File: config.mk
export PLATFORM = sky130hd
export DESIGN_NAME = pxc_core
export DESIGN_NICKNAME = d
export VERILOG_FILES = /design/src/design/pxc_pkg.sv /design/src/design/pxc_i2c_target.sv /design/src/design/pxc_core.sv
export SDC_FILE = /design/constraint.sdc
export NUM_CORES = 1
export LEC_CHECK = 0
export BUFFER_PORTS_ARGS = -buffer_cell sky130_fd_sc_hd__buf_2
export CORE_ASPECT_RATIO = 1.1
export CORE_MARGIN = 4
export CORE_UTILIZATION = 45
export CTS_CLUSTER_DIAMETER = 40
export DETAILED_ROUTE_END_ITERATION = 10
export PLACE_DENSITY = 0.64
export SLEW_MARGIN = 15
export SYNTH_ARGS = -nofsm -noshare
export SYNTH_HDL_FRONTEND = slang
export SYNTH_SLANG_ARGS = --single-unit
File: constraint.sdc
create_clock -name i_clock -period 3.37 [get_ports i_clock]
set_clock_uncertainty 0.1 [all_clocks]
set_input_delay 0.337 -clock i_clock [delete_from_list [all_inputs] [get_ports i_clock]]
set_output_delay 0.337 -clock i_clock [all_outputs]
set_load 0.1 [all_outputs]
File: src/design/pxc_pkg.sv
// Constants, types and register map for the proximity offset/calibration control.
// Assumes one clock domain; the host reaches registers over the I2C pins.
package pxc_pkg;

    // ==================== register offsets
    localparam logic [7:0] ADDR_STATUS   = 8'h93;
    localparam logic [7:0] ADDR_PROX     = 8'h9C;
    localparam logic [7:0] ADDR_AUX      = 8'h9E;
    localparam logic [7:0] ADDR_INTERRUPT_SLEEP_CONFIG     = 8'hAB;
    localparam logic [7:0] ADDR_OFS_MAG  = 8'hC0;
    localparam logic [7:0] ADDR_OFS_SIGN = 8'hC1;
    localparam logic [7:0] ADDR_CAL      = 8'hD7;

    // ==================== field positions
    localparam int CFG_RDCLR_BIT = 7;
    localparam int CFG_SAI_BIT   = 4;
    localparam int CAL_ELEC_BIT  = 5;
    localparam int CAL_START_BIT = 0;
    localparam int ST_PSAT_BIT   = 6;
    localparam int ST_PINT_BIT   = 5;
    localparam int ST_CINT_BIT   = 3;

    // ==================== reset values and masks
    localparam logic [7:0] STATUS_RST  = 8'h00;
    localparam logic [7:0] STATUS_MASK = 8'h6F;
    localparam logic [7:0] INTERRUPT_SLEEP_CONFIG_RST    = 8'h0C;
    localparam logic [7:0] INTERRUPT_SLEEP_CONFIG_WMASK  = 8'h9F;
    localparam logic [7:0] PROX_RST    = 8'h00;
    localparam logic [7:0] OFS_RST     = 8'h00;
    // arbitrary auxiliary id and bus address
    localparam logic [3:0] AUXILIARY_IDENT      = 4'hA;
    localparam logic [6:0] I2C_ADDR    = 7'h39;
    localparam logic [3:0] BITS_BYTE   = 4'h8;

    // ==================== types
    typedef struct packed {
        logic       wr;
        logic       rd;
        logic [7:0] addr;
        logic [7:0] wdata;
    } pxc_req_t;

    typedef struct packed {
        logic       sign;
        logic [7:0] mag;
    } pxc_cal_res_t;

    typedef enum logic {CAL_IDLE, CAL_RUN} pxc_cal_state_t;
    typedef enum logic [2:0] {I2C_IDLE, I2C_RX, I2C_ACK, I2C_TX, I2C_RACK} pxc_i2c_state_t;
    typedef enum logic [1:0] {PH_ADDR, PH_REG, PH_DATA} pxc_phase_t;

endpackage

File: src/design/pxc_i2c_target.sv
// I2C target: address byte, register pointer byte, then data with pointer auto-increment.
// Assumes SCL/SDA arrive asynchronously and SDA is open drain, resolved outside.
`timescale 1ns/1ps
module pxc_i2c_target
    import pxc_pkg::*;
(
    // clock and reset
    input  wire logic       i_clock,
    input  wire logic       i_rst,
    // bus pins
    input  wire logic       i_scl,
    input  wire logic       i_sda,
    output logic            o_sda_out,
    output logic            o_sda_oe_n,
    // register access
    output pxc_req_t        o_req,
    input  wire logic [7:0] i_rdata
);

    // ==================== pin filtering
    logic [2:0]     scl_sync_reg;
    logic [2:0]     sda_sync_reg;
    logic           scl_reg;
    logic           sda_reg;
    logic           scl_prev_reg;
    logic           sda_prev_reg;
    pxc_i2c_state_t state_reg, state_next;
    pxc_phase_t     phase_reg, phase_next;
    logic           rw_reg, rw_next;
    logic           ack_reg, ack_next;
    logic [3:0]     cnt_reg, cnt_next;
    logic [7:0]     shift_reg, shift_next;
    logic [7:0]     ptr_reg, ptr_next;
    logic           wr_next;
    logic           rd_next;

    // a change counts only once stages two and three agree
    always_ff @(posedge i_clock or posedge i_rst)
    begin
        if (i_rst)
        begin
            scl_sync_reg <= 3'h7;
            sda_sync_reg <= 3'h7;
            scl_reg      <= 1'b1;
            sda_reg      <= 1'b1;
            scl_prev_reg <= 1'b1;
            sda_prev_reg <= 1'b1;
        end
        else
        begin
            scl_sync_reg <= {scl_sync_reg[1:0], i_scl};
            sda_sync_reg <= {sda_sync_reg[1:0], i_sda};
            if (scl_sync_reg[2] == scl_sync_reg[1])
                scl_reg <= scl_sync_reg[2];
            if (sda_sync_reg[2] == sda_sync_reg[1])
                sda_reg <= sda_sync_reg[2];
            scl_prev_reg <= scl_reg;
            sda_prev_reg <= sda_reg;
        end
    end

    wire scl_rise = scl_reg & ~scl_prev_reg;
    wire scl_fall = ~scl_reg & scl_prev_reg;
    wire start_c  = scl_reg & scl_prev_reg & sda_prev_reg & ~sda_reg;
    wire stop_c   = scl_reg & scl_prev_reg & ~sda_prev_reg & sda_reg;

    // ==================== protocol
    always_comb
    begin
        state_next = state_reg;
        phase_next = phase_reg;
        rw_next    = rw_reg;
        ack_next   = ack_reg;
        cnt_next   = cnt_reg;
        shift_next = shift_reg;
        ptr_next   = ptr_reg;
        wr_next    = 1'b0;
        rd_next    = 1'b0;
        if (start_c)
        begin
            state_next = I2C_RX;
            phase_next = PH_ADDR;
            cnt_next   = 4'h0;
        end
        else if (stop_c)
            state_next = I2C_IDLE;
        else
            unique case (state_reg)
                I2C_IDLE: ;
                I2C_RX:
                    if (scl_rise)
                    begin
                        shift_next = {shift_reg[6:0], sda_reg};
                        cnt_next   = cnt_reg + 4'h1;
                    end
                    else if (scl_fall && cnt_reg == BITS_BYTE)
                    begin
                        cnt_next   = 4'h0;
                        state_next = I2C_ACK;
                        if (phase_reg == PH_ADDR)
                        begin
                            if (shift_reg[7:1] != I2C_ADDR)
                                state_next = I2C_IDLE;
                            rw_next = shift_reg[0];
                        end
                        else if (phase_reg == PH_REG)
                            ptr_next = shift_reg;
                        else
                        begin
                            wr_next  = 1'b1;
                            ptr_next = ptr_reg + 8'h01;
                        end
                    end
                I2C_ACK:
                    if (scl_fall)
                    begin
                        if (phase_reg == PH_ADDR && rw_reg)
                        begin
                            state_next = I2C_TX;
                            shift_next = i_rdata;
                            rd_next    = 1'b1;
                            ptr_next   = ptr_reg + 8'h01;
                        end
                        else
                        begin
                            state_next = I2C_RX;
                            phase_next = (phase_reg == PH_ADDR) ? PH_REG : PH_DATA;
                        end
                    end
                I2C_TX:
                    if (scl_fall)
                    begin
                        if (cnt_reg == BITS_BYTE - 4'h1)
                        begin
                            state_next = I2C_RACK;
                            cnt_next   = 4'h0;
                        end
                        else
                        begin
                            shift_next = {shift_reg[6:0], 1'b0};
                            cnt_next   = cnt_reg + 4'h1;
                        end
                    end
                I2C_RACK:
                    if (scl_rise)
                        ack_next = ~sda_reg;
                    else if (scl_fall)
                    begin
                        state_next = ack_reg ? I2C_TX : I2C_IDLE;
                        shift_next = i_rdata;
                        rd_next    = ack_reg;
                        ptr_next   = ack_reg ? ptr_reg + 8'h01 : ptr_reg;
                    end
                default:
                    state_next = I2C_IDLE;
            endcase
    end

    always_ff @(posedge i_clock or posedge i_rst)
    begin
        if (i_rst)
        begin
            state_reg <= I2C_IDLE;
            phase_reg <= PH_ADDR;
            rw_reg    <= 1'b0;
            ack_reg   <= 1'b0;
            cnt_reg   <= 4'h0;
            shift_reg <= 8'h00;
            ptr_reg   <= 8'h00;
        end
        else
        begin
            state_reg <= state_next;
            phase_reg <= phase_next;
            rw_reg    <= rw_next;
            ack_reg   <= ack_next;
            cnt_reg   <= cnt_next;
            shift_reg <= shift_next;
            ptr_reg   <= ptr_next;
        end
    end

    // read strobe fires in the same cycle the byte is captured, so clear-on-read
    // cannot swallow an event that lands between capture and clear
    assign o_req.wr    = wr_next;
    assign o_req.rd    = rd_next;
    assign o_req.addr  = ptr_reg;
    assign o_req.wdata = shift_reg;
    assign o_sda_out   = 1'b0;
    assign o_sda_oe_n  = ~((state_reg == I2C_ACK) | ((state_reg == I2C_TX) & ~shift_reg[7]));

endmodule

File: src/design/pxc_core.sv
// Proximity register file, offset calibration control and oscillator gating.
// Assumes analog side runs on i_clock and delivers single-cycle event pulses.
`timescale 1ns/1ps
module pxc_core
    import pxc_pkg::*;
(
    // clock and reset
    input  wire logic         i_clock,
    input  wire logic         i_rst,
    // host bus pins
    input  wire logic         i_scl,
    input  wire logic         i_sda,
    output logic              o_sda_out,
    output logic              o_sda_oe_n,
    // interrupt pin, open drain, active low
    output logic              o_int_out,
    output logic              o_int_oe_n,
    // power and oscillator
    input  wire logic         i_power_on,
    output logic              o_osc_enable,
    // proximity engine
    input  wire logic         i_prox_valid,
    input  wire logic [7:0]   i_prox_count,
    input  wire logic [7:0]   i_status_set,
    // calibration engine
    output logic              o_cal_run,
    output logic              o_cal_electrical,
    input  wire logic         i_cal_done,
    input  wire pxc_cal_res_t i_cal_result
);

    // ==================== bus target
    pxc_req_t       req;
    logic [7:0]     rdata;
    logic [7:0]     status_reg, status_next;
    logic [7:0]     cfg_reg, cfg_next;
    logic [7:0]     prox_reg, prox_next;
    logic [7:0]     ofs_mag_reg, ofs_mag_next;
    logic           ofs_sign_reg, ofs_sign_next;
    logic           cal_start_reg, cal_start_next;
    logic           cal_elec_reg, cal_elec_next;
    logic           run_elec_reg, run_elec_next;
    logic           pon_seen_reg;
    logic           int_reg;
    logic           sleep_reg, sleep_next;
    logic           osc_reg;
    pxc_cal_state_t cal_state, cal_state_next;

    pxc_i2c_target u_i2c (
        .i_clock    (i_clock),
        .i_rst      (i_rst),
        .i_scl      (i_scl),
        .i_sda      (i_sda),
        .o_sda_out  (o_sda_out),
        .o_sda_oe_n (o_sda_oe_n),
        .o_req      (req),
        .i_rdata    (rdata)
    );

    // ==================== decode
    wire sel_status = req.addr == ADDR_STATUS;
    wire wr_status  = req.wr & sel_status;
    wire rd_status  = req.rd & sel_status;
    wire wr_cfg     = req.wr & (req.addr == ADDR_INTERRUPT_SLEEP_CONFIG);
    wire wr_cal     = req.wr & (req.addr == ADDR_CAL);
    wire start_wr   = wr_cal & req.wdata[CAL_START_BIT];
    wire stop_wr    = wr_cal & ~req.wdata[CAL_START_BIT];
    wire cal_idle   = cal_state == CAL_IDLE;
    wire auto_cal   = i_power_on & ~pon_seen_reg & cal_idle;
    wire cal_go     = cal_idle & (start_wr | auto_cal);
    wire cal_abort  = ~cal_idle & stop_wr;
    wire cal_fin    = ~cal_idle & ~stop_wr & i_cal_done;

    // ==================== readback
    wire [7:0] cal_rd = {2'b00, cal_elec_reg, 4'h0, cal_start_reg};
    assign rdata = sel_status                  ? status_reg           :
                   (req.addr == ADDR_PROX)     ? prox_reg             :
                   (req.addr == ADDR_AUX)      ? {4'h0, AUXILIARY_IDENT}       :
                   (req.addr == ADDR_INTERRUPT_SLEEP_CONFIG)     ? cfg_reg              :
                   (req.addr == ADDR_OFS_MAG)  ? ofs_mag_reg          :
                   (req.addr == ADDR_OFS_SIGN) ? {7'h00, ofs_sign_reg} :
                   (req.addr == ADDR_CAL)      ? cal_rd               :
                                                 8'h00;

    // ==================== status flags
    // psat write also clears both of its source bits
    wire [7:0] wr_clr = wr_status
                      ? (req.wdata | {6'h00, {2{req.wdata[ST_PSAT_BIT]}}})
                      : 8'h00;
    wire [7:0] rd_clr = (rd_status & cfg_reg[CFG_RDCLR_BIT]) ? 8'hFF : 8'h00;
    wire [7:0] set_vec = i_status_set | ({7'h00, cal_fin} << ST_CINT_BIT);
    // a set always wins over a clear in the same cycle
    assign status_next = ((status_reg & ~(wr_clr | rd_clr)) | set_vec) & STATUS_MASK;

    // ==================== configuration and data
    assign cfg_next  = wr_cfg ? (req.wdata & INTERRUPT_SLEEP_CONFIG_WMASK) : cfg_reg;
    assign prox_next = i_prox_valid ? i_prox_count : prox_reg;

    // ==================== calibration control
    always_comb
    begin
        cal_state_next = cal_state;
        unique case (cal_state)
            CAL_IDLE:
                if (cal_go)
                    cal_state_next = CAL_RUN;
            CAL_RUN:
                if (cal_abort || cal_fin)
                    cal_state_next = CAL_IDLE;
        endcase
    end

    // mode is frozen at start; the power-up run is always electrical
    assign run_elec_next = cal_go
                         ? (auto_cal | (wr_cal ? req.wdata[CAL_ELEC_BIT] : cal_elec_reg))
                         : run_elec_reg;
    assign cal_elec_next = cal_fin ? 1'b0
                         : (wr_cal ? req.wdata[CAL_ELEC_BIT] : (cal_elec_reg | auto_cal));
    assign cal_start_next = (cal_fin | cal_abort) ? 1'b0
                          : (cal_go | (wr_cal ? req.wdata[CAL_START_BIT] : cal_start_reg));
    assign ofs_mag_next  = cal_fin ? i_cal_result.mag : ofs_mag_reg;
    assign ofs_sign_next = cal_fin ? i_cal_result.sign : ofs_sign_reg;

    // ==================== oscillator gating
    // sleep only from the interrupt line, no register is touched; clearing the
    // flags drops the interrupt and releases sleep
    assign sleep_next = i_power_on & cfg_reg[CFG_SAI_BIT] & int_reg
                      & (sleep_reg | i_prox_valid);

    always_ff @(posedge i_clock or posedge i_rst)
    begin
        if (i_rst)
        begin
            status_reg    <= STATUS_RST;
            cfg_reg       <= INTERRUPT_SLEEP_CONFIG_RST;
            prox_reg      <= PROX_RST;
            ofs_mag_reg   <= OFS_RST;
            ofs_sign_reg  <= 1'b0;
            cal_state     <= CAL_IDLE;
            cal_start_reg <= 1'b0;
            cal_elec_reg  <= 1'b0;
            run_elec_reg  <= 1'b0;
            pon_seen_reg  <= 1'b0;
            int_reg       <= 1'b0;
            sleep_reg     <= 1'b0;
            osc_reg       <= 1'b0;
        end
        else
        begin
            status_reg    <= status_next;
            cfg_reg       <= cfg_next;
            prox_reg      <= prox_next;
            ofs_mag_reg   <= ofs_mag_next;
            ofs_sign_reg  <= ofs_sign_next;
            cal_state     <= cal_state_next;
            cal_start_reg <= cal_start_next;
            cal_elec_reg  <= cal_elec_next;
            run_elec_reg  <= run_elec_next;
            pon_seen_reg  <= pon_seen_reg | auto_cal;
            int_reg       <= |status_next;
            sleep_reg     <= sleep_next;
            osc_reg       <= i_power_on & ~sleep_next;
        end
    end

    assign o_int_out        = 1'b0;
    assign o_int_oe_n       = ~int_reg;
    assign o_osc_enable     = osc_reg;
    assign o_cal_run        = cal_state == CAL_RUN;
    assign o_cal_electrical = run_elec_reg;

    // ==================== assertions
    property p_prox_load;
        @(posedge i_clock) disable iff (i_rst)
        i_prox_valid |=> prox_reg == $past(i_prox_count);
    endproperty
    a_prox_load: assert property (p_prox_load)
        else $error("proximity count not loaded");

    property p_prox_ro;
        @(posedge i_clock) disable iff (i_rst)
        req.wr && req.addr == ADDR_PROX && !i_prox_valid |=> $stable(prox_reg);
    endproperty
    a_prox_ro: assert property (p_prox_ro)
        else $error("write changed proximity count");

    property p_rd_clear;
        @(posedge i_clock) disable iff (i_rst)
        rd_status && cfg_reg[CFG_RDCLR_BIT] && set_vec == 8'h00 |=> status_reg == 8'h00;
    endproperty
    a_rd_clear: assert property (p_rd_clear)
        else $error("status not cleared by read");

    property p_rd_keep;
        @(posedge i_clock) disable iff (i_rst)
        rd_status && !cfg_reg[CFG_RDCLR_BIT]
        |=> (status_reg & $past(status_reg)) == $past(status_reg);
    endproperty
    a_rd_keep: assert property (p_rd_keep)
        else $error("status lost on plain read");

    property p_osc_off;
        @(posedge i_clock) disable iff (i_rst)
        !i_power_on |=> !o_osc_enable;
    endproperty
    a_osc_off: assert property (p_osc_off)
        else $error("oscillator on without power");

    property p_sleep_cause;
        @(posedge i_clock) disable iff (i_rst)
        i_power_on && !o_osc_enable && $past(i_power_on)
        |-> $past(int_reg) && $past(cfg_reg[CFG_SAI_BIT]);
    endproperty
    a_sleep_cause: assert property (p_sleep_cause)
        else $error("sleep without interrupt");

    property p_cal_store;
        @(posedge i_clock) disable iff (i_rst)
        cal_fin |=> ofs_mag_reg == $past(i_cal_result.mag)
                 && ofs_sign_reg == $past(i_cal_result.sign)
                 && !cal_elec_reg && !cal_start_reg && status_reg[ST_CINT_BIT];
    endproperty
    a_cal_store: assert property (p_cal_store)
        else $error("calibration result not stored");

    property p_abort;
        @(posedge i_clock) disable iff (i_rst)
        cal_abort |=> cal_state == CAL_IDLE && !cal_start_reg && !o_cal_run;
    endproperty
    a_abort: assert property (p_abort)
        else $error("calibration not aborted");

    property p_auto;
        @(posedge i_clock) disable iff (i_rst)
        auto_cal |=> o_cal_run && o_cal_electrical ##1 !auto_cal;
    endproperty
    a_auto: assert property (p_auto)
        else $error("power-up calibration missing");

    property p_cint_w1c;
        @(posedge i_clock) disable iff (i_rst)
        wr_status && req.wdata[ST_CINT_BIT] && !set_vec[ST_CINT_BIT]
        |=> !status_reg[ST_CINT_BIT];
    endproperty
    a_cint_w1c: assert property (p_cint_w1c)
        else $error("calibration flag not cleared");

endmodule

# After elaboration in Yosys (flattened, before gate mapping)
# Index checks and enable logic that the tools add are counted.
# W data, S select, Z words.
# totals
romBits	0
output_inout_bits	7
wordCells	216
mem_bits_rw	0
input_bits	32
memories	0
latch_bits	0
regBits	74
# op_classes
div	0
bitwise_logic	54
order_cmp	0
n_addsub	2
muxes	76
eq_ne	40
n_mul	0
shifts	0
n_reduce_logical	18
# op_table
operator	n
$mux W8	21
$eq A8 B8 Y1 const B	7
$pmux W8 S4	1
$mux W3	10
$and A1 B1 Y1	25
$mux W4	6
$ne A4 B1 Y1 const B	6
$pmux W8 S3	1
$mux W1	20
$mux W2	9
$ne A2 B1 Y1 const B	9
$not A1 Y1	15
$pmux W3 S5	1
$mux W7	2
$or A7 B7 Y7	2
$mux W6	2
$reduce_and A4 Y1	3
$reduce_and A11 Y1	1
$reduce_and A10 Y1	1
$add A8 B1 Y8 const B	1
$ne A2 B2 Y1 const B	4
$ne A4 B4 Y1 const B	2
$or A1 B1 Y1	8
$pmux W4 S2	1
other kinds (25)	32

# Longest topological paths before layout
# Gate-level depths: netlist of run 1.
# logic_depth
word_depth	16
depth_mapped	10
mapped_depth_nobuf	8

# Modules after synthesis
# Synthesis of run 1 repeated with hierarchy kept, for this count alone.
# hier_totals
hier_cells	400
hier_area_um2	4119.0
# by_module_without_submodules
module	seq_area_each_um2	area_each_um2	instances	cells_each
pxc_i2c_target	938.4	2122.0	1	229
pxc_core	928.4	1996.9	1	171

# Least setup slack after synthesis of run 1
# OpenSTA, ideal clock, no wires.
# synth_path
path_kind	flip-flop to flip-flop
from	reg u_i2c.ptr_reg[1]
to	reg int_reg
arrival_ns	2.446
slack_ns	0.685
stages_incl_launch_ff	10
t_required_ns	3.131
path_buffers	2
synth_period_minus_slack_ns	2.685
setup_time_ns	0.139
path_cell_list	dfrtp_1 -> ha_1 -> buf_6 -> or3b_1 -> buf_6 -> nor4_4 -> nand4b_4 -> a31o_1 -> or2_0 -> or4_1
# synth_via
elab_chain_cells	9
word_cells_on_any_way	18
classes_between	eq/ne (2); mux (2); bitwise (13); reduce/logical (1)
# synth_lines
element	line	rtl
start: declaration	pxc_i2c_target.sv:33	logic [7:0] ptr_reg, ptr_next;
start signal: assignment	pxc_i2c_target.sv:179	ptr_reg <= ptr_next;
$eq A8 B8 Y1 *	pxc_core.sv:61	wire sel_status = req.addr == ADDR_STATUS;
$and A1 B1 Y1	pxc_core.sv:63	wire rd_status = req.rd & sel_status;
$and A1 B1 Y1	pxc_core.sv:90	wire [7:0] rd_clr = (rd_status & cfg_reg[CFG_RDCLR_BIT]) ? 8'hFF : 8'h00;
$mux W7	pxc_core.sv:90	
$or A7 B7 Y7 *	pxc_core.sv:93	assign status_next = ((status_reg & ~(wr_clr | rd_clr)) | set_vec) & STATUS_MASK;
$not A7 Y7 *	pxc_core.sv:93	
$and A7 B7 Y7 *	pxc_core.sv:93	
$or A7 B7 Y7 *	pxc_core.sv:93	
named net status_next[5]	pxc_core.sv:35	logic [7:0] status_reg, status_next;
$reduce_or A6 Y1 *	pxc_core.sv:160	int_reg <= |status_next;
end signal: assignment	pxc_core.sv:160	
end: declaration	pxc_core.sv:44	logic int_reg;
# Mark *: on every way through the listed nets, which the timed path passes. The rest lies on a longest branch.
# A chain may end at the register's enable or synchronous reset.

# Final worst setup path of run 1
# Same ends and word-level chain as after synthesis.

==> impl_metrics.tcl, run 1 <==
set metrics [dict create \
    die-area_sq_um 10200 \
    final.setup.tns_ns 0 \
    cts_tree "yes" \
    regToRegEndpoint "int_reg$_DFF_PP0_" \
    totalWireLength_um 9010 \
    n_fill_cell 794 \
    syn2layout_area_growth_pct 13.6 \
    fmax_ghz 0.349 \
    antenna_found_initial 0 \
    clk_pin_slew_worst_paths_ns 0.08 \
    place_congestion 0.832 \
    final_util 0.528 \
    synthDistinctLibCells 67 \
    initialDrtViolationCount 156 \
    numCtsBuffers 9 \
    synthCells 392 \
    ir_drop_mv 0.408 \
    grt_max_degree 37 \
    crit_path_start_kind "register" \
    layout_min_cycle_time_ns 2.86 \
    fp.dieH_um 106 \
    diodes 0 \
    cp_max_fo 7 \
    setup_violations 0 \
    relSlewSlack 0.493 \
    grt_pass1_wl_um 15200 \
    dr.pass1.iters 4 \
    htreeDepth 3 \
    globalRouteOverflowTotal 0 \
    cp_data_required_time_ns 3.49 \
    die-width_um 96.8 \
    slew_violations 0 \
    cts_root_buffer "clkbuf_8" \
    grt_pass1_vias 2974 \
    rsz0062_at_grt "false" \
    nNetsFinal 462 \
    r2r_slack_ns 0.51 \
    port-buffer-count 34 \
    tightestPinTransition_ns 0.759 \
    regArea_sq_um 1870 \
    crit_type "register to register" \
    viasPerCell 5.72 \
    syn_area_sq_um 3910 \
    multi_input_area_sq_um 1890 \
    worstHoldPathType "primary input to async pin" \
    drive_above_1_share 0.255 \
    clock_latency_ns 0.35 \
    p_leak_nw 1.94 \
    detail-route-antenna-nets 0 \
    dpl.hpwl_um 6430 \
    status "completed" \
    yosys_register_bits 74 \
    arrival_ns 2.98 \
    r2r_cells 7 \
    fin_crit_sh 0.850 \
    setup_ws_ns 0.506 \
    regToRegStartpoint "u_i2c.ptr_reg[1]$_DFFE_PP0P_" \
    vias 3085 \
    mostFrequentLayoutCells "dfrtp_1, nand2_1, buf_2" \
    drc 0 \
    async_flop_share 1.00 \
    wl_per_cell_um 16.7 \
    finalHoldViolations 0 \
    synth_flop_cell "dfrtp_1" \
    clockBufferDepth 2 \
    p_total_mw 2.34 \
    io_pins 39 \
    power.density_nw_per_um2 527 \
    dp_worst_setup_slack_ns 0.525 \
    synth-warning-count 0 \
    clock_sinks 74 \
    synth_edf_count 0 \
    avgSynthCellArea_sq_um 9.97 \
    num_rows 35 \
    maxCapViolCount 0 \
    core_area_sq_um 8410 \
    synth_seq_area_share 0.478 \
    cp-end-kind "register" \
    start_util 0.465 \
    grt.total_usage 0.183 \
    mostFrequentLayoutCell "dfrtp_1" \
]
final cells by class:
| type | count | share of cell area |
|---|---|---|
| clock buffers | 9 | 0.0279 |
| well taps | 111 | 0.0313 |
| clock inverters | 6 | 0.0310 |
| repair buffers | 43 | 0.0547 |
| inverters | 11 | 0.00930 |
| multi-input cells | 285 | 0.425 |
| flip-flops and latches | 74 | 0.420 |
routing by layer:
| layer | up-vias | GRT usage | share of wire |
|---|---|---|---|
| li1 | 1485 | - | - |
| met1 | 1513 | 0.261 | 0.48 |
| met2 | 75 | 0.280 | 0.46 |
| met3 | 12 | 0.0311 | 0.037 |
| met4 | 0 | 0.0672 | 0.014 |
| met5 | - | 0 | 0 |
synth_stat cells (2+ instances only):
cell	n	area share
a211oi_1	2	0.0038
a21o_1	5	0.0096
a21oi_1	31	0.040
a221oi_1	3	0.0067
a22oi_1	7	0.013
a31o_2	4	0.0090
a31oi_1	4	0.0064
a32oi_1	2	0.0045
and2_1	5	0.0080
and3_1	7	0.011
and3b_1	2	0.0045
and4b_1	2	0.0051
buf_2	4	0.0051
buf_4	2	0.0038
buf_6	2	0.0058
clkbuf_1	15	0.014
dfrtp_1	62	0.40
dfstp_2	12	0.081
ha_1	6	0.019
inv_1	11	0.011
maj3_1	2	0.0051
mux2_2	26	0.075
mux2i_1	2	0.0051
nand2_1	38	0.037
nand2b_1	8	0.013
nand3_1	15	0.019
nand3b_1	3	0.0058
nand4_1	5	0.0080
nand4bb_1	2	0.0058
nor2_1	25	0.024
nor2b_1	8	0.013
nor3_1	5	0.0064
o211ai_1	2	0.0038
o21ai_0	20	0.026
o22ai_1	3	0.0048
o31a_1	4	0.0090
o31ai_1	2	0.0038
or2_2	2	0.0032
or3b_2	3	0.0067
or4b_2	2	0.0051
report_power, final:
group / total [mW] / switching (mW) / internal [mW]
sequential: 1.12 / 0.115 / 1.00
combinational: 0.315 / 0.170 / 0.146
clock: 0.906 / 0.339 / 0.567
total: 2.34 / 0.624 / 1.72
what timing repair did:
action                                 4_1_cts  5_1_grt
resized for setup                            0        0
buffers inserted                             0        0
endpoints found under the hold margin        2        0
hold buffers                                 2        0
how the worst max path moves through the flow:
stage | from | end | slack (ns) | depth (start not counted)
detailed placement | u_i2c.ptr_reg[0]$_DFFE_PP0P_ | int_reg$_DFF_PP0_ | 0.53 | 7
floorplan | u_i2c.ptr_reg[1]$_DFFE_PP0P_ | int_reg$_DFF_PP0_ | 0.68 | 9
finish | u_i2c.ptr_reg[1]$_DFFE_PP0P_ | int_reg$_DFF_PP0_ | 0.51 | 7
global placement | u_i2c.ptr_reg[1]$_DFFE_PP0P_ | int_reg$_DFF_PP0_ | 0.54 | 7
CTS | u_i2c.ptr_reg[0]$_DFFE_PP0P_ | int_reg$_DFF_PP0_ | 0.52 | 7
global route | u_i2c.ptr_reg[1]$_DFFE_PP0P_ | int_reg$_DFF_PP0_ | 0.36 | 7
logic make-up after synthesis:
kind of cell | after synthesis | synth area share
flip-flops | 74 | 0.478
buffers and inverters | 34 | 0.0397
adder cells (fa/ha/maj) | 8 | 0.0243
multiplexers | 28 | 0.0801
AO/OA/AOI/OAI | 101 | 0.167
AND/OR/NAND/NOR | 144 | 0.206
other | 1 | 0.000960
XOR/XNOR | 2 | 0.00448
stage by stage:
| stage | area (sq um) | cells | hold slack, ns |
|---|---|---|---|
| final | 4440 | 539 | 0.0175 |
| after global placement | 4160 | 522 | 0.250 |
| after floorplan | 3910 | 393 | 0.241 |
| after global routing | 4440 | 539 | 0.0892 |
| after CTS | 4440 | 539 | 0.0291 |
| after detailed placement | 4160 | 522 | 0.247 |
critical path: stages, from the launching register on:
cell	delay (ns)
dfrtp_1	0.46
ha_1	0.22
or3b_1	0.51
nor4_4	0.32
nand4b_4	0.19
a31o_1	0.26
or2_0	0.20
or4_1	0.47
No activity file was read; power rests on OpenSTA's default activity.
==> inputs of run 2 (changes only) <==
--- a/config.mk
+++ b/config.mk
@@ -5,13 +5,14 @@
 export SDC_FILE = /design/constraint.sdc
 export NUM_CORES = 1
 export LEC_CHECK = 0
+export ABC_AREA = 1
 export BUFFER_PORTS_ARGS = -buffer_cell sky130_fd_sc_hd__buf_2
 export CORE_ASPECT_RATIO = 1.1
 export CORE_MARGIN = 4
 export CORE_UTILIZATION = 45
 export CTS_CLUSTER_DIAMETER = 40
 export DETAILED_ROUTE_END_ITERATION = 10
-export PLACE_DENSITY = 0.64
+export PLACE_DENSITY = 0.67
 export SLEW_MARGIN = 15
 export SYNTH_ARGS = -nofsm -noshare
 export SYNTH_HDL_FRONTEND = slang
==> constraint.sdc (replaced) <==
create_clock -name i_clock -period 2.3 [get_ports i_clock]
set_clock_uncertainty 0.1 [all_clocks]
set_input_delay 0.23 -clock i_clock [delete_from_list [all_inputs] [get_ports i_clock]]
set_output_delay 0.23 -clock i_clock [all_outputs]
set_load 0.1 [all_outputs]
==> run 2 against run 1 <==
Net effect: core utilization rose by 0.71 points; largest cell class unchanged; cell count grew 23%; combinational power grew to 3.6 times the previous value; largest power group unchanged; hold slack worse by 0.015 ns.
==> impl_metrics.tcl, run 2 <==
set metrics [dict create \
    totalWireLength_um 8810 \
    layout_min_cycle_time_ns 2.08 \
    place_congestion 0.872 \
    final.setup.tns_ns 0 \
    grt_max_degree 75 \
    fp.dieH_um 108 \
    yosys_register_bits 74 \
    fmax_ghz 0.481 \
    num_rows 36 \
    place_area_sq_um 4390 \
    detail-route-antenna-nets 0 \
    io_pins 39 \
    arrival_ns 2.20 \
    grtUsageMet3 0.0174 \
    drc 0 \
    grtUsageMet1 0.247 \
    synth.top_cell.area_share 0.378 \
    rsz0062_at_grt "false" \
    initialDrtViolationCount 170 \
    fin_crit_sh 0.904 \
    yosys-top-cells-count "nand2_1, dfrtp_1, inv_1, nor2_1, nand3_1" \
    stdcell_area_sq_um 4750 \
    mostFrequentLayoutCells "nand2_1, dfrtp_1, inv_1" \
    die-area_sq_um 10700 \
    clk_pin_slew_worst_paths_ns 0.08 \
    crit_path_start_kind "register" \
    status "completed" \
    cp-end-kind "register" \
    power.density_nw_per_um2 838 \
    maxCapViolCount 0 \
    synth.most_common_cell "nand2_1" \
    cts_tree "yes" \
    gr-usage-met2 0.283 \
    clockBufferDepth 2 \
    avgSynthCellArea_sq_um 8.44 \
    grt_pass1_wl_um 15400 \
    port-buffer-count 34 \
    synthDistinctLibCells 48 \
    die-width_um 99.0 \
    syn2layout_area_growth_pct 15.8 \
    hold_slack_ns 0.00207 \
    diodes 0 \
    gr-max-usage-layer "met2" \
    crit_type "register to register" \
    clock_latency_ns 0.34 \
    post_cts_buffers 0 \
    worstHoldPathType "primary input to register" \
    mostFrequentLayoutCell "nand2_1" \
    dpl.hpwl_um 6430 \
    dr.pass1.iters 5 \
    clock_sinks 74 \
    finalNonFillerCells 661 \
    synth_seq_area_share 0.455 \
    viasPerCell 5.10 \
    core_area_sq_um 8870 \
    wl_per_cell_um 13.3 \
    cp_data_required_time_ns 2.42 \
    synth_flop_cell "dfrtp_1" \
    netlist_top_cells_area "dfrtp_1, nand2_1, dfstp_2" \
    async_flop_share 1.00 \
    finalHoldViolations 0 \
    nNetsFinal 580 \
    globalRouteOverflowTotal 0 \
    n_fill_cell 813 \
    synth_edf_count 0 \
    slew_violations 0 \
    synth-warning-count 0 \
    cp_max_fo 3 \
    htreeDepth 3 \
    vias 3370 \
    start_util 0.462 \
    antenna_found_initial 0 \
    dp.cells 630 \
    grt_pass1_vias 3363 \
    grt.total_usage 0.178 \
    syn_area_sq_um 4100 \
    yosysTopAreaCell "dfrtp_1" \
    setup_violations 0 \
    ir_drop_mv 0.480 \
    numCtsBuffers 9 \
    synthCells 486 \
    cts_root_buffer "clkbuf_8" \
    p_leak_nw 2.26 \
    drive_above_1_share 0.230 \
]
==> run 2: cell types whose count changed after synthesis, moves of 7 or more <==
cell,delta
a21oi_1,-11
a22oi_1,-7
clkbuf_1,-14
inv_1,+43
inv_2,+10
mux2_2,-25
mux2_4,+8
nand2_1,+71
nand2b_1,-8
nand3_1,+25
nor2_1,+16
nor2b_1,-8
o21ai_0,+16
o21ai_1,+7
==> run 2: power breakdown <==
| part | internal (mW) | switching (mW) |
|---|---|---|
| sequential | 1.55 | 0.197 |
| clock | 0.611 | 0.481 |
| combinational | 0.420 | 0.720 |
==> run 2: cell families after synthesis <==
group	synth area share
buffers and inverters	0.0820
adders and majority gates	0.0232
muxes	0.0320
AOI/OAI and AO/OA	0.123
xor gates and xnor gates	0.00641
and+or+nand+nor	0.278
DFF	0.455
other	0.000914
==> run 2: final cells by class <==
cell class              instances  area [sq um]  area share
clock inverters                 5          78.8      0.0166
repair buffers                 54           370      0.0780
inverters                      66           253      0.0532
well taps                     114           143      0.0300
multi-input cells             337          1910       0.401
flip-flops and latches         74          1870       0.393
clock buffers                  11           131      0.0277
==> run 2: critical path, cell delays in order (launching register included) <==
cell	delay [ns]
dfrtp_1	0.41
inv_1	0.09
ha_1	0.16
nand2_1	0.06
nor2_1	0.13
nand3_1	0.18
nor2_8	0.17
nand3_4	0.11
a21oi_1	0.22
nand2_1	0.14
nor2_1	0.12
nand3_1	0.08
==> run 2: through the flow <==
stage / worst slack, ns / util / power (mW)
floorplan: 0.108 / - / 2.62
CTS: 0.188 / 0.535 / 4.01
global route: 0.0459 / 0.535 / 4.22
detailed placement: 0.205 / 0.495 / 2.89
finish: 0.222 / 0.535 / 3.98
global placement: 0.288 / 0.495 / 2.85
==> run 2: per-layer routing <==
layer	wire, um	up-vias	part of all wire
met5	0	-	0
met4	238	0	0.027
met3	320	19	0.036
met2	4190	76	0.48
met1	4050	1582	0.46
li1	-	1693	-
==> run 2: worst paths after layout <==
kind                                                  from                              end  slack [ns]  cells after the start
setup / recovery              u_i2c.cnt_reg[1]$_DFFE_PP0P_                int_reg$_DFF_PP0_        0.22                     11
hold / removal                             i_prox_count[4]          prox_reg[4]$_DFFE_PP0P_       0.002                      3
setup reg to reg              u_i2c.cnt_reg[1]$_DFFE_PP0P_                int_reg$_DFF_PP0_        0.22                     11
hold reg to reg            u_i2c.sda_sync_reg[0]$_DFF_PP1_  u_i2c.sda_sync_reg[1]$_DFF_PP1_        0.26                      0
max in group asynchronous                            i_rst        u_i2c.sda_reg$_DFFE_PP1N_        1.34                      4
min in group asynchronous                            i_rst          status_reg[6]$_DFF_PP0_        0.40                      4
==> run 2: timing repair <==
item,4_1_cts,5_1_grt
resized for setup,0,0
hold endpoints to repair,76,0
hold buffers,15,0
